$ cat src/cfw_pkg.sv
package cfw_pkg;
	// ****************************************
	// Field positions
	// ****************************************
	localparam int CFG_POWER_BIT   = 0;
	localparam int CFG_LED_BIT     = 1;
	localparam int CFG_RWAKE_BIT   = 2;
	localparam int PME_SRC_BIT     = 2;
	localparam int PME_POL_BIT     = 4;
	localparam int PME_LEN_BIT     = 5;
	localparam int PME_FORM_BIT    = 6;
	localparam int PME_EN_BIT      = 7;
	// ****************************************
	// Reset values and timing
	// ****************************************
	localparam logic [7:0] CFG_RESET = 8'h00;
	localparam logic [7:0] PME_RESET = 8'h00;
	localparam int CLK_HZ          = 10_000_000;
	localparam int PULSE_SHORT_US  = 1500;
	localparam int PULSE_LONG_US   = 150_000;
	localparam int PULSE_SHORT_CYC = PULSE_SHORT_US * (CLK_HZ / 1_000_000);
	localparam int PULSE_LONG_CYC  = PULSE_LONG_US * (CLK_HZ / 1_000_000);

	// LED pin roles
	typedef enum logic [1:0] {
		cfw_led_off_type_speed,
		cfw_led_linkact,
		cfw_led_link,
		cfw_led_act
	} cfw_led_role_type;

	// Wake events from the detection logic
	typedef struct packed {
		logic pin_event;
		logic pattern_frame;
		logic link_up;
	} cfw_wake_evt_type;
endpackage : cfw_pkg

$ cat src/cfw_decode.sv
`timescale 1ns/1ns
module cfw_decode #(
	parameter int LONG_CYC  = cfw_pkg::PULSE_LONG_CYC,
	parameter int SHORT_CYC = cfw_pkg::PULSE_SHORT_CYC
) (
	// Clock and reset
	input  wire logic                      clk_sys,
	input  wire logic                      rst_n,
	input  wire logic                      clk_en,
	// Loaded configuration
	input  wire logic                      cfg_load,
	input  wire logic [7:0]                cfg_flags,
	input  wire logic [7:0]                pme_flags,
	input  wire logic                      desc_present,
	input  wire logic                      desc_remote_wake,
	input  wire logic                      desc_self_power,
	// Pins and events
	input  wire logic                      remote_wake_strap,
	input  wire logic                      phy_source_select,
	input  wire cfw_pkg::cfw_wake_evt_type wake_evt,
	// LED sources
	input  wire logic                      led_speed,
	input  wire logic                      led_link,
	input  wire logic                      led_act,
	input  wire logic                      led_fdx,
	// Decoded outputs
	output logic                           speed_led_pin,
	output logic                           link_activity_led_pin,
	output logic                           duplex_led_pin,
	output logic                           self_powered,
	output logic                           remote_wake_support,
	output logic                           wake_pin_internal_phy_o,
	output logic                           wake_pin_internal_phy_oe,
	output logic                           wake_pin_external_phy_o,
	output logic                           wake_pin_external_phy_oe
);
	// Counter is 24 bits wide, so longer pulses cannot be served
	if (SHORT_CYC < 1 || LONG_CYC <= SHORT_CYC || LONG_CYC >= (1 << 24)) begin : g_bad_counts
		$error("cfw_decode: bad pulse counts");
	end

	// ****************************************
	// Input synchronisers
	// ****************************************
	logic [1:0] strap_sync;
	logic [1:0] phy_sync;
	always_ff @(posedge clk_sys) begin
		if (!rst_n) begin
			strap_sync <= 2'h0;
			phy_sync   <= 2'h0;
		end else if (clk_en) begin
			strap_sync <= {strap_sync[0], remote_wake_strap};
			phy_sync   <= {phy_sync[0], phy_source_select};
		end
	end
	wire strap_s  = strap_sync[1];
	wire ext_phy  = phy_sync[1];

	// ****************************************
	// Configuration capture
	// ****************************************
	logic [7:0] cfg;
	logic [7:0] pme;
	logic       loaded;
	// Strap only counts until a flag byte arrives
	always_ff @(posedge clk_sys) begin
		if (!rst_n) begin
			cfg    <= cfw_pkg::CFG_RESET;
			pme    <= cfw_pkg::PME_RESET;
			loaded <= 1'b0;
		end else if (clk_en && cfg_load) begin
			cfg    <= cfg_flags;
			pme    <= pme_flags;
			loaded <= 1'b1;
		end
	end

	// Precedence: descriptor, then flag byte, then strap
	wire flag_rwake     = loaded ? cfg[cfw_pkg::CFG_RWAKE_BIT] : strap_s;
	wire next_rwake     = desc_present ? desc_remote_wake : flag_rwake;
	wire next_selfpower = desc_present ? desc_self_power : cfg[cfw_pkg::CFG_POWER_BIT];
	wire led_alt        = cfg[cfw_pkg::CFG_LED_BIT];
	wire next_lnk_led   = led_alt ? led_link : (led_link & led_act);
	wire next_fdx_led   = led_alt ? led_act : led_fdx;

	// ****************************************
	// Wake decode
	// ****************************************
	wire pme_en    = pme[cfw_pkg::PME_EN_BIT];
	wire pme_pulse = pme[cfw_pkg::PME_FORM_BIT];
	wire pme_long  = pme[cfw_pkg::PME_LEN_BIT];
	wire pme_pol   = pme[cfw_pkg::PME_POL_BIT];
	wire pme_link  = pme[cfw_pkg::PME_SRC_BIT];
	// Link-up source is dead with an external PHY
	wire src_evt   = pme_link ? (wake_evt.link_up & ~ext_phy) : wake_evt.pattern_frame;
	wire wake_evt_any = pme_en & (wake_evt.pin_event | src_evt);
	wire [23:0] pulse_len = pme_long ? 24'(LONG_CYC) : 24'(SHORT_CYC);

	logic        level_on;
	logic [23:0] pulse_cnt;
	// Level holds until reset or reload; pulse fires once per event, retrigger ignored
	always_ff @(posedge clk_sys) begin
		if (!rst_n || (clk_en && cfg_load)) begin
			level_on  <= 1'b0;
			pulse_cnt <= 24'h0;
		end else if (clk_en) begin
			if (wake_evt_any && !pme_pulse)
				level_on <= 1'b1;
			if (pulse_cnt != 24'h0)
				pulse_cnt <= pulse_cnt - 24'h1;
			else if (wake_evt_any && pme_pulse)
				pulse_cnt <= pulse_len;
		end
	end
	wire active      = pme_en & (pme_pulse ? (pulse_cnt != 24'h0) : level_on);
	wire next_wake_o = active ? pme_pol : ~pme_pol;
	wire next_int_oe = pme_en & ~ext_phy;
	wire next_ext_oe = pme_en & ext_phy;

	// ****************************************
	// Output registers
	// ****************************************
	always_ff @(posedge clk_sys) begin
		if (!rst_n) begin
			speed_led_pin            <= 1'b0;
			link_activity_led_pin    <= 1'b0;
			duplex_led_pin           <= 1'b0;
			self_powered             <= 1'b0;
			remote_wake_support      <= 1'b0;
			wake_pin_internal_phy_o  <= 1'b0;
			wake_pin_internal_phy_oe <= 1'b0;
			wake_pin_external_phy_o  <= 1'b0;
			wake_pin_external_phy_oe <= 1'b0;
		end else if (clk_en) begin
			speed_led_pin            <= led_speed;
			link_activity_led_pin    <= next_lnk_led;
			duplex_led_pin           <= next_fdx_led;
			self_powered             <= next_selfpower;
			remote_wake_support      <= next_rwake;
			wake_pin_internal_phy_o  <= next_wake_o & next_int_oe;
			wake_pin_internal_phy_oe <= next_int_oe;
			wake_pin_external_phy_o  <= next_wake_o & next_ext_oe;
			wake_pin_external_phy_oe <= next_ext_oe;
		end
	end

	// ****************************************
	// Checks
	// ****************************************
	property p_desc_wins;
		@(posedge clk_sys) disable iff (!rst_n)
		(clk_en && desc_present && $stable(desc_present)) |=> (remote_wake_support == $past(desc_remote_wake));
	endproperty
	a_desc_wins: assert property (p_desc_wins) else $error("descriptor not preferred");
	property p_flag_over_strap;
		@(posedge clk_sys) disable iff (!rst_n)
		(clk_en && loaded && !desc_present) |=> (remote_wake_support == $past(cfg[cfw_pkg::CFG_RWAKE_BIT]));
	endproperty
	a_flag_over_strap: assert property (p_flag_over_strap) else $error("strap overrode flag");
	property p_power;
		@(posedge clk_sys) disable iff (!rst_n)
		(clk_en && !desc_present) |=> (self_powered == $past(cfg[0]));
	endproperty
	a_power: assert property (p_power) else $error("power method wrong");
	property p_led_alt;
		@(posedge clk_sys) disable iff (!rst_n)
		(clk_en && led_alt) |=> (duplex_led_pin == $past(led_act));
	endproperty
	a_led_alt: assert property (p_led_alt) else $error("led role wrong");
	property p_disabled_quiet;
		@(posedge clk_sys) disable iff (!rst_n)
		(clk_en && !pme_en) |=> !wake_pin_internal_phy_oe && !wake_pin_external_phy_oe;
	endproperty
	a_disabled_quiet: assert property (p_disabled_quiet) else $error("wake driven while off");
	property p_route;
		@(posedge clk_sys) disable iff (!rst_n)
		(clk_en && pme_en) |=> (wake_pin_external_phy_oe == $past(ext_phy)) && (wake_pin_internal_phy_oe != $past(ext_phy));
	endproperty
	a_route: assert property (p_route) else $error("wake on wrong pin");
	property p_pulse_start;
		@(posedge clk_sys) disable iff (!rst_n)
		(clk_en && !cfg_load && wake_evt_any && pme_pulse && pulse_cnt == 24'h0) |=> (pulse_cnt == $past(pulse_len));
	endproperty
	a_pulse_start: assert property (p_pulse_start) else $error("pulse length wrong");
	property p_level_sticks;
		@(posedge clk_sys) disable iff (!rst_n)
		(clk_en && !cfg_load && wake_evt_any && !pme_pulse) |=> level_on;
	endproperty
	a_level_sticks: assert property (p_level_sticks) else $error("level not held");
	property p_polarity;
		@(posedge clk_sys) disable iff (!rst_n)
		(clk_en && pme_en && !ext_phy) |=>
			(wake_pin_internal_phy_o == ($past(active) ? $past(pme_pol) : ~$past(pme_pol)));
	endproperty
	a_polarity: assert property (p_polarity) else $error("wake polarity wrong");
	c_level: cover property (@(posedge clk_sys) disable iff (!rst_n) wake_evt_any && !pme_pulse);
	c_pulse: cover property (@(posedge clk_sys) disable iff (!rst_n) wake_evt_any && pme_pulse && pme_long);
	c_ext:   cover property (@(posedge clk_sys) disable iff (!rst_n) wake_pin_external_phy_oe);
endmodule : cfw_decode

$ cat config.mk
export PLATFORM = sky130hd
export DESIGN_NAME = cfw_decode
export DESIGN_NICKNAME = d
export VERILOG_FILES = /design/src/cfw_pkg.sv /design/src/cfw_decode.sv
export SDC_FILE = /design/constraint.sdc
export NUM_CORES = 1
export LEC_CHECK = 0
export BUFFER_PORTS_ARGS = -buffer_cell sky130_fd_sc_hd__buf_2
export CAP_MARGIN = 20
export CORE_MARGIN = 10
export CORE_UTILIZATION = 44
export CTS_CLUSTER_DIAMETER = 40
export DETAILED_ROUTE_END_ITERATION = 10
export SLEW_MARGIN = 0
export SYNTH_ARGS = -nofsm -noshare
export SYNTH_HDL_FRONTEND = slang
export SYNTH_SLANG_ARGS = --single-unit
export TNS_END_PERCENT = 100
$ cat constraint.sdc
create_clock -name clk_sys -period 4.2 [get_ports clk_sys]
set_clock_uncertainty 0.2 [all_clocks]
set_input_delay 1.26 -clock clk_sys [delete_from_list [all_inputs] [get_ports clk_sys]]
set_output_delay 1.26 -clock clk_sys [all_outputs]
set_load 0.05 [all_outputs]
# Yosys cells after proc, flatten, opt, wreduce, memory -nomap -nowiden

Index checks and enable logic that the tools add are counted.

Logic and storage cells: 49
Input port bits: 32
Register bits after elaboration: 50
Output and inout bits: 9

Bitwise logic cells: 11
Multiplexer cells: 11
$add $sub $neg: 1
Reduce and logical (&&, ||, !) cells: 10

Operators with widths:

| operator                                           | count |
|---|---|
| 2-to-1 mux 24 bit                                  | 2 |
| nonzero test 24 bit                                | 1 |
| subtractor 24 x 1 -> 24 bit, second input constant | 1 |
| 2-to-1 mux 21 bit                                  | 1 |
| AND 1 bit                                          | 8 |
| 2-to-1 mux 1 bit                                   | 8 |
| AND reduction 2 bit                                | 2 |
| logical AND 1 bit                                  | 3 |
| zero test 1 bit                                    | 2 |
| NOT 1 bit                                          | 2 |
| nonzero test 2 bit                                 | 1 |
| logical OR 1 bit                                   | 1 |
| bitwise OR 1 bit                                   | 1 |

# Logic depth before layout (Yosys ltp)

Depth in word-level cells: 8
Mapped depth: 9
Mapped depth without buffers: 8

# Worst setup path before layout

Ideal clock, no wire load.

Kind: input port to flip-flop
Start: input port clk_en
End: register pulse_cnt[15]
Buffers on the path: 2
Cell stages on the path: 6
Data required time: 3.881 ns
Setup slack: 1.390 ns
Data arrival time: 2.491 ns
Library setup time: 0.119 ns
Path through: and2_1 clkbuf_1 o311a_1 clkbuf_1 a21oi_2 o221a_2

Cells in the longest elaborated chain, start to end: 2
Elaborated cells between the ends (all ways): 3
Those cells by class: reduce/logical (3)

Ends and longest elaborated chain:

| what                 | RTL line          | RTL |
|---|---|---|
| from (decl)          | cfw_decode.sv:9   | `input wire logic clk_en,` |
| logical AND 1 bit    | cfw_decode.sv:103 | `if (!rst_n \|\| (clk_en && cfg_load)) begin` |
| logical OR 1 bit     | cfw_decode.sv:103 |  |
| to (signal assigned) | cfw_decode.sv:110 | `pulse_cnt <= pulse_cnt - 24'h1;` |
| to (signal assigned) | cfw_decode.sv:112 | `pulse_cnt <= pulse_len;` |
| to (decl)            | cfw_decode.sv:100 | `logic [23:0] pulse_cnt;` |

Several ways; a longest one is shown, not always the timed one.
A chain may end at the register's enable or synchronous reset.

# Worst setup path after layout

Start: input port wake_evt[0] in the netlist's numbering
End: register pulse_cnt[20]

Cells in the longest elaborated chain, start to end: 7

Ends and longest elaborated chain:

| what                                 | RTL line          | RTL |
|---|---|---|
| from (decl)                          | cfw_decode.sv:20  | `input wire cfw_pkg::cfw_wake_evt_type wake_evt,` |
| AND 1 bit                            | cfw_decode.sv:95  | `wire src_evt = pme_link ? (wake_evt.link_up & ~ext_phy) : wake_evt.pattern_frame;` |
| 2-to-1 mux 1 bit                     | cfw_decode.sv:95  |  |
| bitwise OR 1 bit                     | cfw_decode.sv:96  | `wire wake_evt_any = pme_en & (wake_evt.pin_event \| src_evt);` |
| AND 1 bit                            | cfw_decode.sv:96  |  |
| logical AND 1 bit                    | cfw_decode.sv:111 | `else if (wake_evt_any && pme_pulse)` |
| nonzero test 2 bit (no source line)  | --                |  |
| AND reduction 2 bit (no source line) | --                |  |

No other way between the ends.

==> impl_metrics.ini <==
[synthesis]
yosysSeqAreaShare_pct = 39.1
synth_area_leader_cell = dfxtp_1
synth_top_cells_by_count = dfxtp_1 (47), nand2_1 (40), nor2_1 (21)
ys_ff_latch = 47
synth_cell_type_count = 56
syn_area_um2 = 2410
async_flop_share_pct = 0
synth_cells = 280
syn-num-nets = 314
ys.flop_type = dfxtp_1
synth_edf_count = 0
synth.area.top_cells = dfxtp_1 (39%), nand2_1 (6.2%), mux2i_1 (5.0%)
post-synth-top-count-cell = dfxtp_1
netlist.area_leader.share_pct = 39.1
yosys_warnings = 0
syn_avg_cell_area_um2 = 8.60

[cells_and_area]
syn2layout_area_growth_pct = 11.2
fill_cells = 529
nets = 343
final_cells = 380
final_area_um2 = 2680
drive_above_1_share_pct = 18.7
n_antenna_cell = 0

[critical_path]
r2r_cells = 7
worstPathMaxFanout = 9
arrival_ns = 2.90
rrSetupSlack_ns = 1.37
cp-start-kind = input pin
critPathCaptureType = flip-flop
worst-setup-path-type = in -> reg
critPathRequiredTime_ns = 4.25

[pwr]
max-vdd-ir-drop_uv = 326
power_density_nw_per_um2 = 801
leakagePower_nw = 1.09

[timing]
rsz0062_at_grt = no
hold_viol_final = 0
tightest_slew_ns = 0.854
fin_hold_ws_ns = 0.265
setup_viol = 0
tns_ns = 0
min_period_ns = 2.85
drv_slew = 0
timing.slew.headroom_pct = 42.9
fin_crit_sh_pct = 67.8
fmax_mhz = 351

[cts]
cts_buffers = 5
clockRootBuffer = clkbuf_8
cts_tree = done
insertion_delay_ns = 0.31
clock_sinks = 47
cts_setup_buffers = 0
ctsHoldBuffers = 0
clkTransAtPathRegs_ns = 0.09
ctsResizeCount = 0
cts_max_path_buffers = 2
cts.htree.levels = 2

[placed_design]
dp_cells = 372
dpl-instance-area_um2 = 2590
io_buffer_count = 32
gp_congestion = 0.803
dp_hpwl_mm = 4.09

[detailed_routing]
drc = 0
ant_nets = 0
vias_per_cell = 5.41
drtIter0Drc = 95
wl_per_cell_um = 14.9
drt-total-wl_mm = 5.65
num_vias = 2054
dr.pass1.iters = 4

[die]
row_count = 26
dieArea_um2 = 8830
coreArea_um2 = 5200
die_w_um = 94.0
start_util_pct = 46.3
ios = 41
die_h_um = 94.0

[global_routing]
grt_max_degree = 25
grt_usage_pct = 13.5
grt_pass1_vias = 1996
antenna_found_initial = 0
grt_pass1_wl_mm = 9.56
overflow = 0

[run]
maxCapViolations = 0

[min_path]
min_path_type = reg -> reg
whs_path_depth = 2

[outcome]
status = finished, final reports clean
final timing paths:
path                                                      startpoint                                   end
worst min-delay path            wake_pin_internal_phy_o$_SDFFE_PN0P_  wake_pin_internal_phy_o$_SDFFE_PN0P_
worst max-delay path                                     wake_evt[0]            pulse_cnt[20]$_SDFFE_PP0P_
worst max register to register             pulse_cnt[0]$_SDFFE_PP0P_            pulse_cnt[22]$_SDFFE_PP0P_
worst min register to register  wake_pin_internal_phy_o$_SDFFE_PN0P_  wake_pin_internal_phy_o$_SDFFE_PN0P_
routing by layer:
metal	up-vias	global-route usage [%]	wire length (um)
met5	-	0	0
met4	0	4.56	74
met3	5	5.20	345
met2	46	19.6	2450
met1	945	17.7	2780
li1	1058	-	-
metrics by stage:
step	utilization, %	setup WS, ns	power (mW)
finish	51.5	1.35	2.15
global route	51.5	1.06	2.35
CTS	51.5	1.31	2.15
detailed placement	49.7	1.00	1.87
global placement	49.7	1.02	1.86
floorplan	-	1.39	1.68
power breakdown:
part / internal (mW) / switching [mW]
registers: 0.551 / 0.104
logic: 0.460 / 0.752
clock network: 0.120 / 0.160
total: 1.13 / 1.02
area by class of cell:
class / instances / area [um^2] / area share [%]
clock inverters: 2 / 17.5 / 0.654
inverters: 8 / 30.0 / 1.12
multi-input cells: 212 / 1350 / 50.3
flip-flops and latches: 47 / 941 / 35.1
well taps: 70 / 87.6 / 3.27
repair buffers: 35 / 183 / 6.82
clock buffers: 6 / 72.6 / 2.71
cells by family after synthesis:
logic type      after synthesis  synth area share (%)
compound gates               79                  23.5
mux                          12                  4.99
flops                        47                  39.1
buf+inv                      21                  4.99
fa+ha+maj                     2                  1.04
xor+xnor                      8                  2.91
simple gates                111                  23.5
critical path: stages:
cell	delay, ns
buf_2	0.09
and3b_1	0.18
o311ai_2	0.75
nand2_1	0.11
a31o_2	0.27
a21oi_1	0.12
a41o_1	0.11
sequential cells by signal (all words and copies together), names as in the netlist:
| register | count |
|---|---|
| wake_pin_internal_phy_o | 1 |
| level_on | 1 |
| remote_wake_support | 1 |
| link_activity_led_pin | 1 |
| wake_pin_internal_phy_oe | 1 |
| wake_pin_external_phy_oe | 1 |
| loaded | 1 |
| pulse_cnt | 24 |
| strap_sync | 2 |
| wake_pin_external_phy_o | 1 |
| cfg | 3 |
| speed_led_pin | 1 |
| duplex_led_pin | 1 |
| self_powered | 1 |
| phy_sync | 2 |
| pme | 5 |
layout by cell type (no fill, tap or decap), types with 3 or more instances in the layout:
cell	count
and2_1	3
nor2_1	21
o31ai_1	3
nor3_1	9
a21boi_0	11
xor2_1	5
o211a_1	4
a21oi_1	17
inv_1	8
mux2i_1	12
xnor2_1	3
o21ai_0	17
o211ai_1	3
nand3_1	6
a31oi_1	3
buf_2	32
nor2b_1	10
buf_4	3
nor4_1	4
nand2_1	40
dfxtp_1	47
clkbuf_8	5
(Power assumes the default switching activity.)
